--- src/logic/ceu_pkg.sv ---
package ceu_pkg;

  // ----------------------------------------------------------------
  // special register numbers
  // ----------------------------------------------------------------
  localparam logic [9:0]  SPR_SYNDROME     = 10'h3D4; // 980
  localparam logic [9:0]  SPR_DATA_FAULT   = 10'h3D5; // 981
  localparam logic [9:0]  SPR_CRIT_ADDR    = 10'h3DE; // 990
  localparam logic [9:0]  SPR_CRIT_STATE   = 10'h3DF; // 991
  localparam logic [9:0]  SPR_VEC_PREFIX   = 10'h3D6; // 982

  // ----------------------------------------------------------------
  // vector offsets
  // ----------------------------------------------------------------
  localparam logic [15:0] VEC_CRIT_INPUT   = 16'h0100;
  localparam logic [15:0] VEC_MACH_CHECK   = 16'h0200;

  // ----------------------------------------------------------------
  // machine state bit positions, counted from lsb (bit 31 big-endian = 0)
  // ----------------------------------------------------------------
  localparam int MS_AP  = 25;
  localparam int MS_APE = 19;
  localparam int MS_WE  = 18;
  localparam int MS_CE  = 17;
  localparam int MS_EE  = 15;
  localparam int MS_PR  = 14;
  localparam int MS_FP  = 13;
  localparam int MS_ME  = 12;
  localparam int MS_FE0 = 11;
  localparam int MS_DWE = 10;
  localparam int MS_DE  = 9;
  localparam int MS_FE1 = 8;
  localparam int MS_IR  = 5;
  localparam int MS_DR  = 4;

  // fields cleared on critical input (machine check enable kept)
  localparam logic [31:0] CRIT_CLEAR_MASK  = 32'h020E_EF30;
  // machine check additionally clears machine check enable
  localparam logic [31:0] MCHK_CLEAR_MASK  = 32'h020E_FF30;

  // syndrome bit for fetch error (big-endian bit 0)
  localparam int SYN_FETCH_ERR = 31;

  // ----------------------------------------------------------------
  // reset values
  // ----------------------------------------------------------------
  localparam logic [31:0] RESET_WORD       = 32'h0000_0000;

  // ----------------------------------------------------------------
  // exception kinds reported to the unit
  // ----------------------------------------------------------------
  typedef enum logic [2:0]
  {
    CEU_CAUSE_NONE      = 3'h0,
    CEU_CAUSE_SYNDROME  = 3'h1, // other exception writing syndrome
    CEU_CAUSE_DATA_ADDR = 3'h2  // alignment / data storage / data miss
  } ceu_cause_t;

endpackage

--- src/logic/ceu_link_if.sv ---
`timescale 1ns/1ns
// wires between the exception unit and the interrupt controller / bus error sources
interface ceu_link_if;
  logic crit_req;        // critical-interrupt input, level
  logic fetch_bus_err;   // instruction-side bus error, level
  logic data_bus_err;    // data-side bus error, level
  logic crit_taken;      // unit took a critical-input interrupt, pulse
  logic mchk_taken;      // unit took a machine check, pulse

  modport core
  (
    input  crit_req,
    input  fetch_bus_err,
    input  data_bus_err,
    output crit_taken,
    output mchk_taken
  );

  modport ext
  (
    output crit_req,
    output fetch_bus_err,
    output data_bus_err,
    input  crit_taken,
    input  mchk_taken
  );
endinterface

--- src/logic/ceu_syndrome.sv ---
`timescale 1ns/1ns
// syndrome register update: cause bits and fetch-error flag, sticky while machine checks are disabled
module ceu_syndrome
  import ceu_pkg::*;
(
  input  wire logic        CORE_CLK_I,
  input  wire logic        RESET_I,
  input  wire logic        machine_check_enable_i,
  input  wire logic        fetch_mchk_i,     // fetch error executed this cycle
  input  wire logic        other_exc_i,      // another exception updates syndrome
  input  wire logic [31:0] other_bits_i,     // cause bits of that exception
  input  wire logic        sw_write_i,
  input  wire logic [31:0] sw_data_i,
  output logic      [31:0] syndrome_register_o
);

  typedef struct packed
  {
    logic [31:0] syn;
  } ceu_syn_state_t;

  ceu_syn_state_t r;
  ceu_syn_state_t next_r;

  // --------------------------------------------------------------
  // next value
  // --------------------------------------------------------------
  always_comb
  begin
    logic [31:0] v;
    v      = r.syn;
    next_r = r;
    if (sw_write_i)
    begin
      v = sw_data_i;                                      // software may clear the flag
    end
    if (other_exc_i)
    begin
      v = other_bits_i & ~(32'h1 << SYN_FETCH_ERR);       // see RULE_01
      // flag survives so a masked fetch error is never lost; see RULE_02
      if (!machine_check_enable_i)
      begin
        v[SYN_FETCH_ERR] = r.syn[SYN_FETCH_ERR] | fetch_mchk_i;
      end
    end
    if (fetch_mchk_i)
    begin
      if (machine_check_enable_i)
      begin
        v = 32'h1 << SYN_FETCH_ERR;                       // see RULE_03
      end
      else
      begin
        v[SYN_FETCH_ERR] = 1'b1;                          // see RULE_20
      end
    end
    next_r.syn = v;
  end

  // --------------------------------------------------------------
  // register
  // --------------------------------------------------------------
  always_ff @(posedge CORE_CLK_I)
  begin
    if (RESET_I)
    begin
      r.syn <= RESET_WORD;
    end
    else
    begin
      r <= next_r;
    end
  end

  assign syndrome_register_o = r.syn;

endmodule

--- src/logic/ceu_core.sv ---
`timescale 1ns/1ns
// Overview of operation
// RULE_01: exception sets its cause, clears others
// RULE_02: fetch flag kept while machine checks disabled
// RULE_03: enabled fetch check sets flag only
// RULE_04: syndrome at special register 980
// RULE_05: fault address captures data operand address
// RULE_06: fault address at special register 981
// RULE_07: critical input vector 0x0100, critical return
// RULE_08: controller holds critical request asserted
// RULE_09: controller holds request until software clears
// RULE_10: critical enable gates critical input
// RULE_11: critical input keeps machine check enable
// RULE_12: critical save address gets next instruction
// RULE_13: critical save state gets state, fields cleared
// RULE_14: machine check vector 0x0200, critical return
// RULE_15: separate fetch and data error inputs
// RULE_16: machine check enable gates error interrupts
// RULE_17: machine check disables all maskable interrupts
// RULE_18: fetch error raised only on execution
// RULE_19: fetch check invalidates its cache line
// RULE_20: every fetch check sets the flag
// RULE_21: handler clears flag before returning
// RULE_22: critical return restores state from save
// RULE_23: target is prefix high half plus offset
// RULE_24: inputs sampled as level requests
module ceu_core
  import ceu_pkg::*;
(
  input  wire logic        CORE_CLK_I,
  input  wire logic        RESET_I,
  ceu_link_if.core         LINK,
  // software special-register port
  input  wire logic [9:0]  SPR_ADDR_I,
  input  wire logic [31:0] SPR_WDATA_I,
  input  wire logic        SPR_WR_I,
  input  wire logic        SPR_RD_I,
  output logic      [31:0] SPR_RDATA_O,
  // pipeline side
  input  wire logic [31:0] NEXT_PC_I,        // next sequential instruction
  input  wire logic [31:0] EXEC_PC_I,        // instruction now executing
  input  wire logic        EXEC_VALID_I,     // an instruction executes this cycle
  input  wire logic        EXEC_FETCH_ERR_I, // that instruction carried a fetch error
  input  wire logic        EXEC_CACHED_I,    // it came from the instruction cache
  input  wire ceu_cause_t  EXC_CAUSE_I,
  input  wire logic [31:0] EXC_SYN_BITS_I,
  input  wire logic [31:0] EXC_DATA_ADDR_I,
  input  wire logic        RFCI_I,           // return-from-critical executes
  output logic             TAKE_O,           // redirect this cycle
  output logic      [31:0] TARGET_O,
  output logic             ICACHE_INVAL_O,
  output logic      [31:0] ICACHE_INVAL_ADDR_O,
  output logic      [31:0] MACHINE_STATE_O
);

  typedef struct packed
  {
    logic [31:0] machine_state_register;
    logic [31:0] dfa;
    logic [31:0] csa;
    logic [31:0] css;
    logic [31:0] vpr;
    logic [31:0] rdata;
    logic        take;
    logic [31:0] target;
    logic        inval;
    logic [31:0] inval_addr;
    logic        crit_pulse;
    logic        mchk_pulse;
    logic        ferr_pend;
  } ceu_core_state_t;

  ceu_core_state_t r;
  ceu_core_state_t next_r;
  logic [31:0]     syn;
  logic            fetch_mchk;
  logic            other_exc;
  logic            syn_wr;

  // fetch error counts only when the faulty instruction executes; a bus
  // report waits in ferr_pend for the next instruction to execute
  assign fetch_mchk = EXEC_VALID_I & (EXEC_FETCH_ERR_I | r.ferr_pend); // see RULE_15, RULE_18
  assign other_exc  = (EXC_CAUSE_I == CEU_CAUSE_SYNDROME);
  assign syn_wr     = SPR_WR_I & (SPR_ADDR_I == SPR_SYNDROME);         // see RULE_04

  ceu_syndrome u_syn
  (
    .CORE_CLK_I             (CORE_CLK_I),
    .RESET_I                (RESET_I),
    .machine_check_enable_i (r.machine_state_register[MS_ME]),
    .fetch_mchk_i           (fetch_mchk),
    .other_exc_i            (other_exc),
    .other_bits_i           (EXC_SYN_BITS_I),
    .sw_write_i             (syn_wr),
    .sw_data_i              (SPR_WDATA_I),
    .syndrome_register_o    (syn)
  );

  // --------------------------------------------------------------
  // interrupt decisions and special registers
  // --------------------------------------------------------------
  always_comb
  begin
    logic mchk_go;
    logic crit_go;
    mchk_go = 1'b0;
    crit_go = 1'b0;
    next_r  = r;
    next_r.take       = 1'b0;
    next_r.inval      = 1'b0;
    next_r.crit_pulse = 1'b0;
    next_r.mchk_pulse = 1'b0;
    next_r.rdata      = 32'h0000_0000;
    // software writes
    if (SPR_WR_I)
    begin
      case (SPR_ADDR_I)
        SPR_DATA_FAULT: next_r.dfa = SPR_WDATA_I;                      // see RULE_06
        SPR_CRIT_ADDR:  next_r.csa = SPR_WDATA_I;
        SPR_CRIT_STATE: next_r.css = SPR_WDATA_I;
        SPR_VEC_PREFIX: next_r.vpr = {SPR_WDATA_I[31:16], 16'h0000};
        default:        next_r.vpr = next_r.vpr;
      endcase
    end
    // reads answer one cycle later
    if (SPR_RD_I)
    begin
      case (SPR_ADDR_I)
        SPR_SYNDROME:   next_r.rdata = syn;                            // see RULE_04
        SPR_DATA_FAULT: next_r.rdata = r.dfa;                          // see RULE_06
        SPR_CRIT_ADDR:  next_r.rdata = r.csa;
        SPR_CRIT_STATE: next_r.rdata = r.css;
        SPR_VEC_PREFIX: next_r.rdata = r.vpr;
        default:        next_r.rdata = 32'h0000_0000;
      endcase
    end
    // data operand address of the faulting access
    if (EXC_CAUSE_I == CEU_CAUSE_DATA_ADDR)
    begin
      next_r.dfa = EXC_DATA_ADDR_I;                                    // see RULE_05
    end
    if (RFCI_I)
    begin
      next_r.machine_state_register = r.css;                                              // see RULE_22
    end
    // errors are levels sampled each edge; a disabled data error simply vanishes, a disabled fetch error still sets the flag
    mchk_go = r.machine_state_register[MS_ME] & (fetch_mchk | LINK.data_bus_err);         // see RULE_15, RULE_16, RULE_24
    crit_go = r.machine_state_register[MS_CE] & LINK.crit_req & ~mchk_go;                 // see RULE_10
    if (mchk_go)
    begin
      next_r.css        = r.machine_state_register;
      next_r.csa        = fetch_mchk ? EXEC_PC_I : NEXT_PC_I;
      next_r.machine_state_register        = r.machine_state_register & ~MCHK_CLEAR_MASK;                    // see RULE_17
      next_r.target     = {r.vpr[31:16], VEC_MACH_CHECK};              // see RULE_14, RULE_23
      next_r.take       = 1'b1;
      next_r.mchk_pulse = 1'b1;
    end
    else if (crit_go)
    begin
      next_r.csa        = NEXT_PC_I;                                   // see RULE_12
      next_r.css        = r.machine_state_register;                                       // see RULE_13
      next_r.machine_state_register        = r.machine_state_register & ~CRIT_CLEAR_MASK;                    // see RULE_11, RULE_13
      next_r.target     = {r.vpr[31:16], VEC_CRIT_INPUT};              // see RULE_07, RULE_23
      next_r.take       = 1'b1;
      next_r.crit_pulse = 1'b1;
    end
    // the instruction-side bus error is held until an instruction executes,
    // so a report is never dropped; limitation: it is charged to the next
    // instruction that executes. a new report beside an execution wins
    if (LINK.fetch_bus_err)
    begin
      next_r.ferr_pend = 1'b1;                                         // see RULE_16, RULE_24
    end
    else if (EXEC_VALID_I)
    begin
      next_r.ferr_pend = 1'b0;
    end
    // a cached faulty instruction loses its line, enabled or not
    if (fetch_mchk && EXEC_CACHED_I)
    begin
      next_r.inval      = 1'b1;                                        // see RULE_19
      next_r.inval_addr = EXEC_PC_I;
    end
  end

  // --------------------------------------------------------------
  // registers
  // --------------------------------------------------------------
  // core state except the syndrome (held in u_syn) in one register; synchronous reset starts every field at zero
  always_ff @(posedge CORE_CLK_I)
  begin
    if (RESET_I)
    begin
      r <= '0;
    end
    else
    begin
      r <= next_r;
    end
  end

  assign SPR_RDATA_O         = r.rdata;
  assign TAKE_O              = r.take;
  assign TARGET_O            = r.target;
  assign ICACHE_INVAL_O      = r.inval;
  assign ICACHE_INVAL_ADDR_O = r.inval_addr;
  assign MACHINE_STATE_O     = r.machine_state_register;
  assign LINK.crit_taken     = r.crit_pulse;
  assign LINK.mchk_taken     = r.mchk_pulse;

endmodule

--- src/flat_wrapper.sv ---
// flat-port wrapper written by rule: the top's interface ports become plain ports
module ceu_core_flat import ceu_pkg::*;
  (CORE_CLK_I, RESET_I, SPR_ADDR_I, SPR_WDATA_I, SPR_WR_I, SPR_RD_I, SPR_RDATA_O, NEXT_PC_I, EXEC_PC_I, EXEC_VALID_I, EXEC_FETCH_ERR_I, EXEC_CACHED_I, EXC_CAUSE_I, EXC_SYN_BITS_I, EXC_DATA_ADDR_I, RFCI_I, TAKE_O, TARGET_O, ICACHE_INVAL_O, ICACHE_INVAL_ADDR_O, MACHINE_STATE_O, LINK_crit_req, LINK_fetch_bus_err, LINK_data_bus_err, LINK_crit_taken, LINK_mchk_taken);
  ceu_link_if LINK_i ();
  input  wire logic CORE_CLK_I;
  input  wire logic RESET_I;
  input  wire logic [9:0] SPR_ADDR_I;
  input  wire logic [31:0] SPR_WDATA_I;
  input  wire logic SPR_WR_I;
  input  wire logic SPR_RD_I;
  output logic      [31:0] SPR_RDATA_O;
  input  wire logic [31:0] NEXT_PC_I;
  input  wire logic [31:0] EXEC_PC_I;
  input  wire logic EXEC_VALID_I;
  input  wire logic EXEC_FETCH_ERR_I;
  input  wire logic EXEC_CACHED_I;
  input  wire ceu_cause_t EXC_CAUSE_I;
  input  wire logic [31:0] EXC_SYN_BITS_I;
  input  wire logic [31:0] EXC_DATA_ADDR_I;
  input  wire logic RFCI_I;
  output logic TAKE_O;
  output logic      [31:0] TARGET_O;
  output logic ICACHE_INVAL_O;
  output logic      [31:0] ICACHE_INVAL_ADDR_O;
  output logic      [31:0] MACHINE_STATE_O;
  input wire logic [$bits(LINK_i.crit_req)-1:0] LINK_crit_req;
  input wire logic [$bits(LINK_i.fetch_bus_err)-1:0] LINK_fetch_bus_err;
  input wire logic [$bits(LINK_i.data_bus_err)-1:0] LINK_data_bus_err;
  output wire logic [$bits(LINK_i.crit_taken)-1:0] LINK_crit_taken;
  output wire logic [$bits(LINK_i.mchk_taken)-1:0] LINK_mchk_taken;
  assign LINK_i.crit_req = LINK_crit_req;
  assign LINK_i.fetch_bus_err = LINK_fetch_bus_err;
  assign LINK_i.data_bus_err = LINK_data_bus_err;
  assign LINK_crit_taken = LINK_i.crit_taken;
  assign LINK_mchk_taken = LINK_i.mchk_taken;
  ceu_core u_core (.CORE_CLK_I(CORE_CLK_I), .RESET_I(RESET_I), .LINK(LINK_i), .SPR_ADDR_I(SPR_ADDR_I), .SPR_WDATA_I(SPR_WDATA_I), .SPR_WR_I(SPR_WR_I), .SPR_RD_I(SPR_RD_I), .SPR_RDATA_O(SPR_RDATA_O), .NEXT_PC_I(NEXT_PC_I), .EXEC_PC_I(EXEC_PC_I), .EXEC_VALID_I(EXEC_VALID_I), .EXEC_FETCH_ERR_I(EXEC_FETCH_ERR_I), .EXEC_CACHED_I(EXEC_CACHED_I), .EXC_CAUSE_I(EXC_CAUSE_I), .EXC_SYN_BITS_I(EXC_SYN_BITS_I), .EXC_DATA_ADDR_I(EXC_DATA_ADDR_I), .RFCI_I(RFCI_I), .TAKE_O(TAKE_O), .TARGET_O(TARGET_O), .ICACHE_INVAL_O(ICACHE_INVAL_O), .ICACHE_INVAL_ADDR_O(ICACHE_INVAL_ADDR_O), .MACHINE_STATE_O(MACHINE_STATE_O));
endmodule
--- config.mk ---
export PLATFORM = sky130hd
export DESIGN_NAME = ceu_core_flat
export DESIGN_NICKNAME = d
export VERILOG_FILES = /design/src/logic/ceu_pkg.sv /design/src/logic/ceu_link_if.sv /design/src/logic/ceu_syndrome.sv /design/src/logic/ceu_core.sv /design/src/flat_wrapper.sv
export SDC_FILE = /design/constraint.sdc
export NUM_CORES = 1
export LEC_CHECK = 0
export BUFFER_PORTS_ARGS = -buffer_cell sky130_fd_sc_hd__buf_2
export CELL_PAD_IN_SITES_DETAIL_PLACEMENT = 0
export CELL_PAD_IN_SITES_GLOBAL_PLACEMENT = 1
export CORE_UTILIZATION = 35
export DETAILED_ROUTE_END_ITERATION = 10
export PLACE_DENSITY = 0.7
export SETUP_SLACK_MARGIN = 0.05
export SLEW_MARGIN = 20
export SYNTH_ARGS = -nofsm -noshare
export SYNTH_HDL_FRONTEND = slang
export SYNTH_SLANG_ARGS = --single-unit
--- constraint.sdc ---
create_clock -name CORE_CLK_I -period 3.1 [get_ports CORE_CLK_I]
set_input_delay 0.155 -clock CORE_CLK_I [delete_from_list [all_inputs] [get_ports CORE_CLK_I]]
set_output_delay 0.155 -clock CORE_CLK_I [all_outputs]
set_load 0.03 [all_outputs]
==> results of run 1 <==
## final timing paths
path	start	end	slack [ns]
hold reg to reg	u_core.TARGET_O[30]	u_core.TARGET_O[30]	0.45
setup / recovery	u_core.r[0]	u_core.u_syn.syndrome_register_o[27]	0.65
setup reg to reg	u_core.r[0]	u_core.u_syn.syndrome_register_o[27]	0.65
hold / removal	NEXT_PC_I[25]	u_core.r[190]	0.01
## tightest hold or removal path, stage by stage
cell and delay (ns):
buf_2 0.11, nand2b_1 0.06, a31o_2 0.14, o22ai_1 0.06
## cells by family after synthesis
kind of cell / after synthesis / share of synthesized area (%)
simple gates: 542 / 20.9
mux: 102 / 8.21
flops: 263 / 42.1
other cells: 1 / 0.0300
buf+inv: 252 / 12.2
compound gates: 318 / 16.5
## layout make-up
| class | count | area [um^2] | share of cell area [%] |
|---|---|---|---|
| clock buffers | 43 | 901 | 5.54 |
| clock inverters | 15 | 188 | 1.15 |
| multi-input cells | 976 | 5780 | 35.6 |
| diodes | 3 | 7.51 | 0.0461 |
| well taps | 455 | 569 | 3.50 |
| inverters | 5 | 18.8 | 0.115 |
| repair buffers | 511 | 3540 | 21.7 |
| flip-flops and latches | 263 | 5270 | 32.4 |
## stage by stage
stage / setup slack (ns) / utilization [%] / instances / power (mW)
6_report: 0.652 / 46.6 / 2271 / 8.02
3_5_place_dp: 0.879 / 38.5 / 2036 / 4.10
2_1_floorplan: 1.48 / - / 1491 / 3.85
4_1_cts: 0.742 / 46.6 / 2268 / 8.10
5_1_grt: 0.553 / 46.6 / 2269 / 8.31
3_3_place_gp: 0.927 / 38.5 / 2036 / 4.09
## power groups by stage
| stage | Sequential, mW | Combinational [mW] | Clock (mW) |
|---|---|---|---|
| 2_1_floorplan | 3.52 | 0.327 | 0 |
| 3_3_place_gp | 3.53 | 0.568 | 0 |
| 3_5_place_dp | 3.53 | 0.571 | 0 |
| 4_1_cts | 3.45 | 0.729 | 3.92 |
| 5_1_grt | 3.46 | 0.789 | 4.06 |
| 6_report | 3.46 | 0.737 | 3.83 |
## state kept, by name (all words and copies together), names as in the netlist
name,flops
u_core.r,113
u_core.ICACHE_INVAL_ADDR_O,32
u_core.MACHINE_STATE_O,32
u_core.SPR_RDATA_O,32
u_core.u_syn.syndrome_register_o,32
u_core.TARGET_O,18
u_core.ICACHE_INVAL_O,1
u_core.LINK.crit_taken,1
u_core.LINK.mchk_taken,1
u_core.TAKE_O,1
## synth_stat cells, types with 2 or more instances
cell       instances
a31oi_1            4
buf_4            128
o22ai_1           31
o2bb2ai_1         31
mux2i_1           98
clkbuf_1          76
nor3_1            67
a21oi_1          104
a211oi_1           2
a22o_1            10
a21boi_0          10
nand3_1           44
o21ai_0           20
nor2_1           104
buf_6              9
a22oi_1           34
a31o_2            30
buf_1              6
and3_1             7
nand2_1          219
and2_1             3
a211o_1            3
dfxtp_1          263
nor4_4             6
buf_2             27
nand2b_1          35
or3b_2            11
nor3b_1            4
o21ai_1           27
o211ai_1           2
mux2_2             4
nor4_1            32
inv_1              5
a221oi_1           4
## metal layers
layer  GRT usage (%)  up-vias
met4            5.88        4
met2            35.1      407
li1                -     5670
met1            35.2     5432
met5               0        -
met3            4.79       63
## timing repair
item,4_1_cts,5_1_grt
hold buffers,174,0
hold endpoints to repair,134,0
buffers inserted,0,0
==> impl_summary.log, run 1 <==
[metrics] status: finished, final reports clean
[metrics] Slowest-stage cell, CP: dlygate4sd3_1
[metrics] met1 WL: 21.7 mm
[metrics] layout net count: 1972
[metrics] transition at the pin with the smallest max-transition slack: 0.855 ns
[metrics] Via Count: 11600
[metrics] Power Internal: 6.11 mW
[metrics] Max-slew headroom: 43.0%
[metrics] total negative slack: 0 ns
[metrics] fraction of layout instances using a drive strength above 1: 25.0%
[metrics] kind of start point of the critical path: flop
[metrics] DRC violation total after the first TritonRoute iteration: 925
[metrics] Leak Pwr: 6.51 nW
[metrics] Cell Chain, Critical Path: o21a_1 -> buf_4 -> a21oi_1 -> nor2b_2 -> buf_4 -> o2bb2ai_1 -> dlygate4sd3_1
[metrics] Cell Area, Placed: 13400 um^2
[metrics] deepest level of the CTS H-tree: 1
[metrics] number of slew-limit violations in the final report: 0
[metrics] Worst Hold Class: in -> reg
[metrics] buffer cell driving the clock tree root: clkbuf_16
[metrics] clock share of power: 47.8%
[metrics] Die Footprint: 36500 um^2
[metrics] worst reg2reg path depth: 7
[metrics] power dissipated by switching net loads: 1.92 mW
[metrics] top cell type's share of synthesized area: 42.1%
[metrics] number of fill cells: 3414
[metrics] WP buf/inv: 3
[metrics] most frequently used flop master after synthesis: dfxtp_1
[metrics] share of the cycle needed by the critical path after routing: 79.0%
[metrics] share of the yosys chip area belonging to registers: 42.1%
[metrics] routed vias/inst: 5.10
[metrics] share of power burned in registers: 43.1%
[metrics] height of the chip: 191 um
[metrics] num ports: 316
[metrics] depth of the worst hold-timing path: 4
[metrics] path length in cells of the critical path: 7
[metrics] flip-flop and latch count after synthesis: 263
[metrics] distinct cell type count of the synthesized netlist: 52
[metrics] Final Critical Period: 2.45 ns
[metrics] total of endpoints with negative setup slack in the final report: 0
[metrics] classification of the worst setup path: reg -> reg
[metrics] global placer's final weighted congestion: 0.891
[metrics] routed wl met2: 19.0 mm
[metrics] max frequency: 408 MHz
[metrics] WP data arrival: 2.95 ns
[metrics] net switching fraction of the power: 23.9%
[metrics] initial core utilization: 35.8%
[metrics] clk_lat worst skew: 0.56 ns
[metrics] number of instances resized during post-cts repair: 0
[metrics] antenna violations before repair: 5
[metrics] combinational cell fraction of total power: 9.2%
[metrics] sum of net half-perimeters after detailed placement: 31.8 mm
[metrics] number of iterations in the first detailed-routing pass: 6
[metrics] Remaining Overflow, GRT: 0
[metrics] Post-Route Skew: 0.0103 ns
[metrics] Syn. warnings: 0
[metrics] total routing resource utilization after global routing: 23.9%
[metrics] clock input transition at the sequential cells of the worst setup and hold paths: 0.06 ns
[metrics] number of buffers added on ports: 300
[metrics] uppermost layer routed: met5
[metrics] number of remaining DRC errors: 0
[metrics] worst path required time: 3.60 ns
[metrics] number of nets with antenna violations after detailed routing: 0
[metrics] cell area after synthesis: 12500 um^2
[metrics] number of instances in the synthesized netlist: 1478
[metrics] Core Footprint: 34900 um^2
[metrics] post-synthesis async set-or-reset flop share: 0%
[metrics] most common cell after layout, fill and taps aside: buf_2
[metrics] area growth from synthesis to layout: 30.1%
[metrics] cell class contributing the biggest share of worst-path delay: buffers and inverters
[metrics] maximum capacitance violations: 0
[metrics] Cell Pwr Density: 493 nW/um^2
[metrics] die extent in x: 191 um
[metrics] Top cell by count, worst path: buf_4
[metrics] RSZ-0062 raised after global routing: false
[metrics] commonest cells after routing, fill and taps aside: buf_2, dfxtp_1, nand2_1, dlygate4sd3_1, a21oi_1
[metrics] crit path capture type: flop
[metrics] Max VDD drop: 382 uV
[metrics] top area cells in the synthesized netlist: dfxtp_1, mux2i_1, buf_4, nand2_1, a21oi_1
[metrics] DR WL met3: 3.40 mm
[metrics] clock buffers created by TritonCTS: 31
[metrics] maximum number of pins on one net before global-route repair: 74
[metrics] average wire length per cell after detail routing: 19.9 um
[metrics] number of global-route vias before repair: 11200
[metrics] first-pass GRT wire length: 67.1 mm
[metrics] Worst path max stage delay: 0.58 ns
[metrics] maximum fanout count along the critical path: 31
[metrics] TritonCTS clock tree: yes
[metrics] leading area contributor after synthesis: dfxtp_1
[metrics] number of enable flip-flop cells after synthesis: 0
[metrics] Post-Layout Inst Area: 16300 um^2
[metrics] number of hold violations in the final report: 0
[metrics] total detailed-routing wirelength: 45.1 mm
[metrics] syn avg cell area: 8.46 um^2
[metrics] number of clock sinks: 263
[metrics] maximum clock path buffer count: 3
[metrics] # rows: 68
[metrics] WHS: 0.0138 ns
No activity file was read; power rests on OpenSTA's default activity.
==> run 2: changes to the inputs <==
--- a/config.mk
+++ b/config.mk
@@ -10,7 +10,7 @@
 export CELL_PAD_IN_SITES_GLOBAL_PLACEMENT = 1
 export CORE_UTILIZATION = 35
 export DETAILED_ROUTE_END_ITERATION = 10
-export PLACE_DENSITY = 0.7
+export PLACE_DENSITY = 0.73
 export SETUP_SLACK_MARGIN = 0.05
 export SLEW_MARGIN = 20
 export SYNTH_ARGS = -nofsm -noshare
==> constraint.sdc (replaced) <==
create_clock -name CORE_CLK_I -period 2.05 [get_ports CORE_CLK_I]
set_input_delay 0.1025 -clock CORE_CLK_I [delete_from_list [all_inputs] [get_ports CORE_CLK_I]]
set_output_delay 0.1025 -clock CORE_CLK_I [all_outputs]
set_load 0.03 [all_outputs]
==> impl_summary.log, run 2 (same netlist as run 1, synthesis figures left out) <==
[metrics] height of the chip: 191 um (unchanged)
[metrics] total routing resource utilization after global routing: 24.3% (+0.37 points)
[metrics] clock buffers created by TritonCTS: 31 (unchanged)
[metrics] number of clock sinks: 263 (unchanged)
[metrics] maximum capacitance violations: 0 (unchanged)
[metrics] transition at the pin with the smallest max-transition slack: 0.965 ns (+0.110 ns)
[metrics] num ports: 316 (unchanged)
[metrics] deepest level of the CTS H-tree: 1 (unchanged)
[metrics] number of buffers added on ports: 300 (unchanged)
[metrics] Via Count: 11800 (+2.0%)
[metrics] number of global-route vias before repair: 11400 (+2.3%)
[metrics] Cell Pwr Density: 736 nW/um^2 (+49%)
[metrics] Final Critical Period: 1.91 ns
[metrics] Max VDD drop: 531 uV (+39%)
[metrics] most common cell after layout, fill and taps aside: buf_2
[metrics] status: finished, final reports clean
[metrics] clock input transition at the sequential cells of the worst setup and hold paths: 0.06 ns (about the same)
[metrics] number of iterations in the first detailed-routing pass: 5 (-1)
[metrics] commonest cells after routing, fill and taps aside: buf_2, dfxtp_1, nand2_1, dlygate4sd3_1, a21oi_1
[metrics] first-pass GRT wire length: 68.5 mm (+2.1%)
[metrics] antenna violations before repair: 3 (-2)
[metrics] worst path required time: 2.50 ns (-1.10 ns)
[metrics] total detailed-routing wirelength: 45.7 mm (+1.5%)
[metrics] sum of net half-perimeters after detailed placement: 31.8 mm (about the same)
[metrics] buffer cell driving the clock tree root: clkbuf_16
[metrics] number of fill cells: 3343 (-2.1%)
[metrics] Worst Setup Slack post-DPL: 0.208 ns (-0.671 ns)
[metrics] maximum fanout count along the critical path: 30 (-3.2%)
[metrics] share of the cycle needed by the critical path after routing: 93.2%
[metrics] crit path capture type: flop
[metrics] Worst Hold Class: in -> reg
[metrics] Remaining Overflow, GRT: 0 (unchanged)
[metrics] fraction of layout instances using a drive strength above 1: 25.0% (about the same)
[metrics] classification of the worst setup path: in -> reg
[metrics] Post-Route Skew: 0.0213 ns (+0.0110 ns)
[metrics] number of slew-limit violations in the final report: 0 (unchanged)
[metrics] number of remaining DRC errors: 0 (unchanged)
[metrics] number of nets with antenna violations after detailed routing: 0 (unchanged)
[metrics] Core Footprint: 34900 um^2 (unchanged)
[metrics] DRC violation total after the first TritonRoute iteration: 1009 (+9.1%)
[metrics] total negative slack: 0 ns (unchanged)
[metrics] kind of start point of the critical path: input port
[metrics] number of hold violations in the final report: 0 (unchanged)
[metrics] combined area of the multi-input logic cells: 5780 um^2 (about the same)
[metrics] total area of sequential cells: 5270 um^2 (unchanged)
[metrics] # rows: 68 (unchanged)
[metrics] Die Footprint: 36500 um^2 (unchanged)
[metrics] Max-slew headroom: 35.5% (-7.5 points)
[metrics] clk_lat worst skew: 0.58 ns (+0.02 ns)
[metrics] average wire length per cell after detail routing: 19.8 um (about the same)
[metrics] max frequency: 523 MHz
[metrics] Leak Pwr: 6.67 nW (+2.5%)
[metrics] global placer's final weighted congestion: 0.889 (-0.18%)
[metrics] WP data arrival: 2.36 ns (-0.59 ns)
[metrics] area growth from synthesis to layout: 33.3%
[metrics] maximum number of pins on one net before global-route repair: 66 (-11%)
[metrics] layout net count: 2007 (+1.8%)
[metrics] total setup buffers inserted after CTS: 0 (unchanged)
[metrics] total of endpoints with negative setup slack in the final report: 0 (unchanged)
[metrics] flip-flop count of the largest register after layout: 113 (unchanged)
[metrics] routed vias/inst: 5.12 (+0.48%)
[metrics] initial core utilization: 35.8% (unchanged)
[metrics] RSZ-0062 raised after global routing: false
[metrics] maximum clock path buffer count: 3 (unchanged)
[metrics] die extent in x: 191 um (unchanged)
[metrics] largest register by flop count: u_core.r
[metrics] final critical-path setup slack: 0.140 ns (-0.512 ns)
[metrics] TritonCTS clock tree: yes
[run 2: cell count changes in the layout (fill, tap and decap cells not counted), sizes merged]
| cell | delta |
|---|---|
| buf | +16 |
| clkinvlp | -1 |
| diode | +2 |
| clkbuf | -1 |
| dlygate4sd3 | +19 |
| clkinv | -3 |
| bufinv | +2 |
[run 2: metal layers]
layer | part of all wire (%) | GRT usage, % | routed length (um) | vias to the layer above
li1 | - | - | - | 5736
met1 | 47 | 34.9 | 21500 | 5539
met2 | 42 | 35.7 | 19300 | 457
met3 | 8.1 | 5.03 | 3700 | 74
met4 | 2.8 | 7.82 | 1260 | 0
met5 | 0 | 0 | 0 | -
[run 2: path summary, 6_finish.rpt]
check / startpoint / to / slack (ns) / cells past startpoint
worst max-delay path: RESET_I / u_core.r[203] / 0.14 / 8
worst max register to register: u_core.MACHINE_STATE_O[12] / u_core.r[169] / 0.32 / 6
worst min register to register: u_core.TARGET_O[24] / u_core.TARGET_O[24] / 0.45 / 2
worst min-delay path: SPR_WDATA_I[31] / u_core.r[164] / 0.02 / 3
[run 2: layout make-up]
| type | instances | area share [%] |
|---|---|---|
| timing repair buffer | 546 | 23.7 |
| antenna | 5 | 0.0751 |
| tap | 455 | 3.42 |
| clock inverter | 13 | 1.33 |
| sequential | 263 | 31.6 |
| clock buffer | 42 | 5.08 |
| inverter | 5 | 0.113 |
| multi-input combinational | 976 | 34.7 |
[run 2: per-stage QoR]
step	total power [mW]	area (um^2)	hold WS (ns)	utilization, %	std cells
final	12.3	16700	0.0210	47.8	2305
after global routing	12.7	16700	0.0373	47.8	2301
after CTS	12.3	16600	0.0143	47.7	2300
after detailed placement	6.22	13600	0.311	39.1	2052
after global placement	6.21	13600	0.306	39.1	2052
after floorplan	5.82	12600	0.211	-	1491
[run 2: timing repair]
action                     CTS  global route
hold endpoints to repair   175             0
hold buffers               193             0
resized for setup            0             2
setup endpoints to repair    0            14
[run 2: where the power goes]
group          internal [mW]  leakage, nW  switching [mW]
clock network           3.62        0.522            2.25
registers               5.19         2.13          0.0393
logic                  0.539         4.02           0.635
total                   9.35         6.67            2.92
[run 2: critical path: stages]
cell and delay (ns):
dlygate4sd3_1 0.54, buf_6 0.26, inv_1 0.21, buf_4 0.21
nand2_1 0.09, buf_4 0.22, o21ai_0 0.13, dlygate4sd3_1 0.58
==> run 3: changes to the inputs <==
--- a/config.mk
+++ b/config.mk
@@ -6,13 +6,16 @@
 export NUM_CORES = 1
 export LEC_CHECK = 0
 export BUFFER_PORTS_ARGS = -buffer_cell sky130_fd_sc_hd__buf_2
+export CAP_MARGIN = 20
 export CELL_PAD_IN_SITES_DETAIL_PLACEMENT = 0
 export CELL_PAD_IN_SITES_GLOBAL_PLACEMENT = 1
 export CORE_UTILIZATION = 35
 export DETAILED_ROUTE_END_ITERATION = 10
-export PLACE_DENSITY = 0.73
+export PLACE_DENSITY = 0.71
 export SETUP_SLACK_MARGIN = 0.05
+export SKIP_LAST_GASP = 1
 export SLEW_MARGIN = 20
 export SYNTH_ARGS = -nofsm -noshare
 export SYNTH_HDL_FRONTEND = slang
+export SYNTH_HIERARCHICAL = 1
 export SYNTH_SLANG_ARGS = --single-unit
==> impl_summary.log, run 3 <==
[metrics] DR WL met3: 3.32 mm (-10%)
[metrics] Core Footprint: 36700 um^2 (+5.2%)
[metrics] layout net count: 1993 (-0.70%)
[metrics] number of fill cells: 3566 (+6.7%)
[metrics] number of hold violations in the final report: 0 (unchanged)
[metrics] status: finished, final reports clean
[metrics] transition at the pin with the smallest max-transition slack: 0.946 ns (-0.0190 ns)
[metrics] hold path start: NEXT_PC_I[7]
[metrics] Worst Hold Class: in -> reg
[metrics] number of remaining DRC errors: 0 (unchanged)
[metrics] antenna violations before repair: 6 (+3)
[metrics] flip-flop count of the largest register after layout: 113 (unchanged)
[metrics] Syn. warnings: 6 (+6)
[metrics] leading area contributor after synthesis: dfxtp_1
[metrics] distinct cell type count of the synthesized netlist: 59 (+13%)
[metrics] number of instances in the synthesized netlist: 1480 (+0.14%)
[metrics] total routing resource utilization after global routing: 25.5% (+1.2 points)
[metrics] number of slew-limit violations in the final report: 0 (unchanged)
[metrics] total area of sequential cells: 5270 um^2 (unchanged)
[metrics] Final Non-Filler Cells: 2307 (+0.087%)
[metrics] number of buffers added on ports: 300 (unchanged)
[metrics] Cell Chain, Critical Path: o211ai_1 -> buf_4 -> and2_4 -> buf_12 -> nor2_1 -> a211oi_1
[metrics] TritonCTS clock tree: yes
[metrics] routed vias/inst: 5.20 (+1.5%)
[metrics] clock buffers created by TritonCTS: 31 (unchanged)
[metrics] top cell types by occurrence after synthesis: dfxtp_1, nand2_1, a21oi_1, buf_4, mux2i_1
[metrics] Worst path max stage delay: 0.38 ns (-0.20 ns)
[metrics] overall power: 12.3 mW (+0.30%)
[metrics] Remaining Overflow, GRT: 0 (unchanged)
[metrics] commonest cells after routing, fill and taps aside: buf_2, dfxtp_1, nand2_1, dlygate4sd3_1, a21oi_1
[metrics] uppermost layer routed: met5
[metrics] clk_lat worst skew: 0.58 ns (about the same)
[metrics] crit path launch: u_core/r[0]
[metrics] syn avg cell area: 8.84 um^2 (+4.5%)
[metrics] buffer cell driving the clock tree root: clkbuf_16
[metrics] combined area of the multi-input logic cells: 6260 um^2 (+8.3%)
[metrics] global placer's final weighted congestion: 0.827 (-7.0%)
[metrics] height of the chip: 195 um (+2.3%)
[metrics] sum of net half-perimeters after detailed placement: 33.4 mm (+5.2%)
[metrics] most frequently used flop master after synthesis: dfxtp_1
[metrics] total of endpoints with negative setup slack in the final report: 0 (unchanged)
[metrics] Max VDD drop: 670 uV (+26%)
[metrics] Slowest-stage cell, CP: and2_4
[metrics] share of the cycle needed by the critical path after routing: 92.1% (-1.1 points)
[metrics] number of global-route vias before repair: 12100 (+5.5%)
[metrics] area growth from synthesis to layout: 30.4%
[metrics] deepest level of the CTS H-tree: 1 (unchanged)
[metrics] Leak Pwr: 7.37 nW (+11%)
[metrics] die extent in x: 195 um (+2.3%)
[metrics] worst path required time: 2.52 ns (+0.02 ns)
[metrics] largest register by flop count: u_core/r
[metrics] number of iterations in the first detailed-routing pass: 5 (unchanged)
[metrics] most common cell after layout, fill and taps aside: buf_2
[metrics] first-pass GRT wire length: 73.6 mm (+7.5%)
[metrics] Cell Pwr Density: 721 nW/um^2 (-2.0%)
[metrics] number of nets with antenna violations after detailed routing: 0 (unchanged)
[metrics] num ports: 316 (unchanged)
[metrics] max frequency: 530 MHz (+1.2%)
[metrics] total negative slack: 0 ns (unchanged)
[metrics] Post-Route Skew: 0.0196 ns (-0.00175 ns)
[metrics] met1 WL: 21.7 mm (+0.73%)
[metrics] RSZ-0062 raised after global routing: false
[metrics] number of enable flip-flop cells after synthesis: 0 (unchanged)
[metrics] number of clock sinks: 263 (unchanged)
[metrics] kind of start point of the critical path: flop
[metrics] maximum clock path buffer count: 3 (unchanged)
[metrics] average wire length per cell after detail routing: 21.8 um (+9.8%)
[metrics] maximum number of pins on one net before global-route repair: 76 (+15%)
[metrics] maximum fanout count along the critical path: 25 (-17%)
[metrics] post-synthesis async set-or-reset flop share: 0% (unchanged)
[metrics] Post-Layout Inst Area: 17100 um^2 (+2.4%)
[metrics] fraction of layout instances using a drive strength above 1: 30.9% (+5.9 points)
[metrics] top area cells in the synthesized netlist: dfxtp_1, mux2i_1, buf_4, nand2_1, a21oi_1
[metrics] cell class contributing the biggest share of worst-path delay: buffers and inverters
[metrics] flip-flop and latch count after synthesis: 263 (unchanged)
[metrics] Final Critical Period: 1.89 ns (-0.0223 ns)
[metrics] maximum capacitance violations: 0 (unchanged)
[metrics] Cell Area, Placed: 14400 um^2 (+5.2%)
[metrics] Max-slew headroom: 36.9% (+1.4 points)
[metrics] Die Footprint: 38200 um^2 (+4.6%)
[metrics] cell area after synthesis: 13100 um^2 (+4.7%)
[metrics] share of the yosys chip area belonging to registers: 40.2% (-1.9 points)
[metrics] classification of the worst setup path: reg -> reg
[metrics] total detailed-routing wirelength: 50.3 mm (+9.9%)
[metrics] startpoint of the lowest-slack register-to-register path: u_core/r[0]
[metrics] top cell type's share of synthesized area: 40.2% (-1.9 points)
[metrics] most used standard cell by instance count after synthesis: dfxtp_1
[metrics] Via Count: 12000 (+1.6%)
[metrics] DRC violation total after the first TritonRoute iteration: 814 (-19%)
[metrics] crit path capture type: flop
[metrics] # rows: 70 (+2.9%)
[metrics] initial core utilization: 35.7% (-0.18 points)
[metrics] placed cells: 2080 (+1.4%)
[metrics] routed wl met2: 23.6 mm (+23%)
[metrics] WP data arrival: 2.36 ns (about the same)
[metrics] clock input transition at the sequential cells of the worst setup and hold paths: 0.06 ns (about the same)
[metrics] WP buf/inv: 2 (-4)
run 3: cell types whose count changed in the layout (fill, tap and decap cells not counted), moves of 28 or more:
| cell | before | now |
|---|---|---|
| nor4_1 | 32 | 1 |
| a211oi_1 | 2 | 35 |
| o22ai_1 | 31 | 3 |
| a31o_2 | 30 | 0 |
| dlygate4sd3_1 | 193 | 158 |
| nand3_1 | 44 | 8 |
| a21oi_2 | 0 | 28 |
| mux2_4 | 0 | 28 |
| nand2b_1 | 35 | 1 |
| a21oi_1 | 104 | 133 |
| a22oi_1 | 33 | 0 |
| nand2_2 | 1 | 31 |
run 3: what timing repair did:
item                                    CTS  global route
hold endpoints to repair                181             0
hold buffers                            158             0
setup buffers                             0             4
endpoints found under the setup margin    0            59
gates resized for setup                   0             3
run 3: final timing paths:
path | cells after the start | to | slack (ns)
worst max register to register | 6 | u_core/r[134] | 0.16
worst min register to register | 2 | u_core/TARGET_O[19] | 0.45
worst max-delay path | 6 | u_core/r[134] | 0.16
worst min-delay path | 5 | u_core/r[172] | 0.01
run 3: kinds of logic (layout without fill, tap and decap cells):
family / after synthesis / count (layout) / synth area share [%]
other: 1 / 20 / 0.0287
and+or+nand+nor: 454 / 455 / 15.2
DFF: 263 / 263 / 40.2
buffers and inverters: 279 / 618 / 13.0
AOI/OAI and AO/OA: 346 / 346 / 19.8
muxes: 137 / 137 / 11.7
run 3: metal layers:
layer	up-vias	GRT usage, %
met2	471	42.0
met5	-	0
met3	92	3.94
met4	2	10.0
li1	5703	-
met1	5722	33.3
run 3: report_power, final:
group,switching [mW],internal (mW)
sequential,0.0426,5.19
combinational,0.796,0.608
clock,2.27,3.40
total,3.11,9.20
run 3: final cells by class:
cell class              count  area share, %
diodes                      6         0.0880
clock buffers              46           5.29
clock inverters            11          0.806
inverters                  29          0.638
multi-input cells         952           36.7
flip-flops and latches    263           30.9
well taps                 468           3.43
repair buffers            532           22.2
run 3: per-stage QoR:
step | util (%) | hold WS [ns] | worst slack (ns)
CTS | 46.3 | 0.000249 | 0.0500
global route | 46.5 | 0.0420 | 0.0534
detailed placement | 39.1 | 0.361 | 0.0773
floorplan | - | 0.172 | 0.273
finish | 46.5 | 0.0101 | 0.162
global placement | 39.1 | 0.353 | 0.117
run 3: worst register-to-register path: stages, from the launching register on:
cell      delay, ns
dfxtp_1        0.32
o211ai_1       0.22
buf_4          0.37
and2_4         0.38
buf_12         0.23
nor2_1         0.06
a211oi_1       0.20
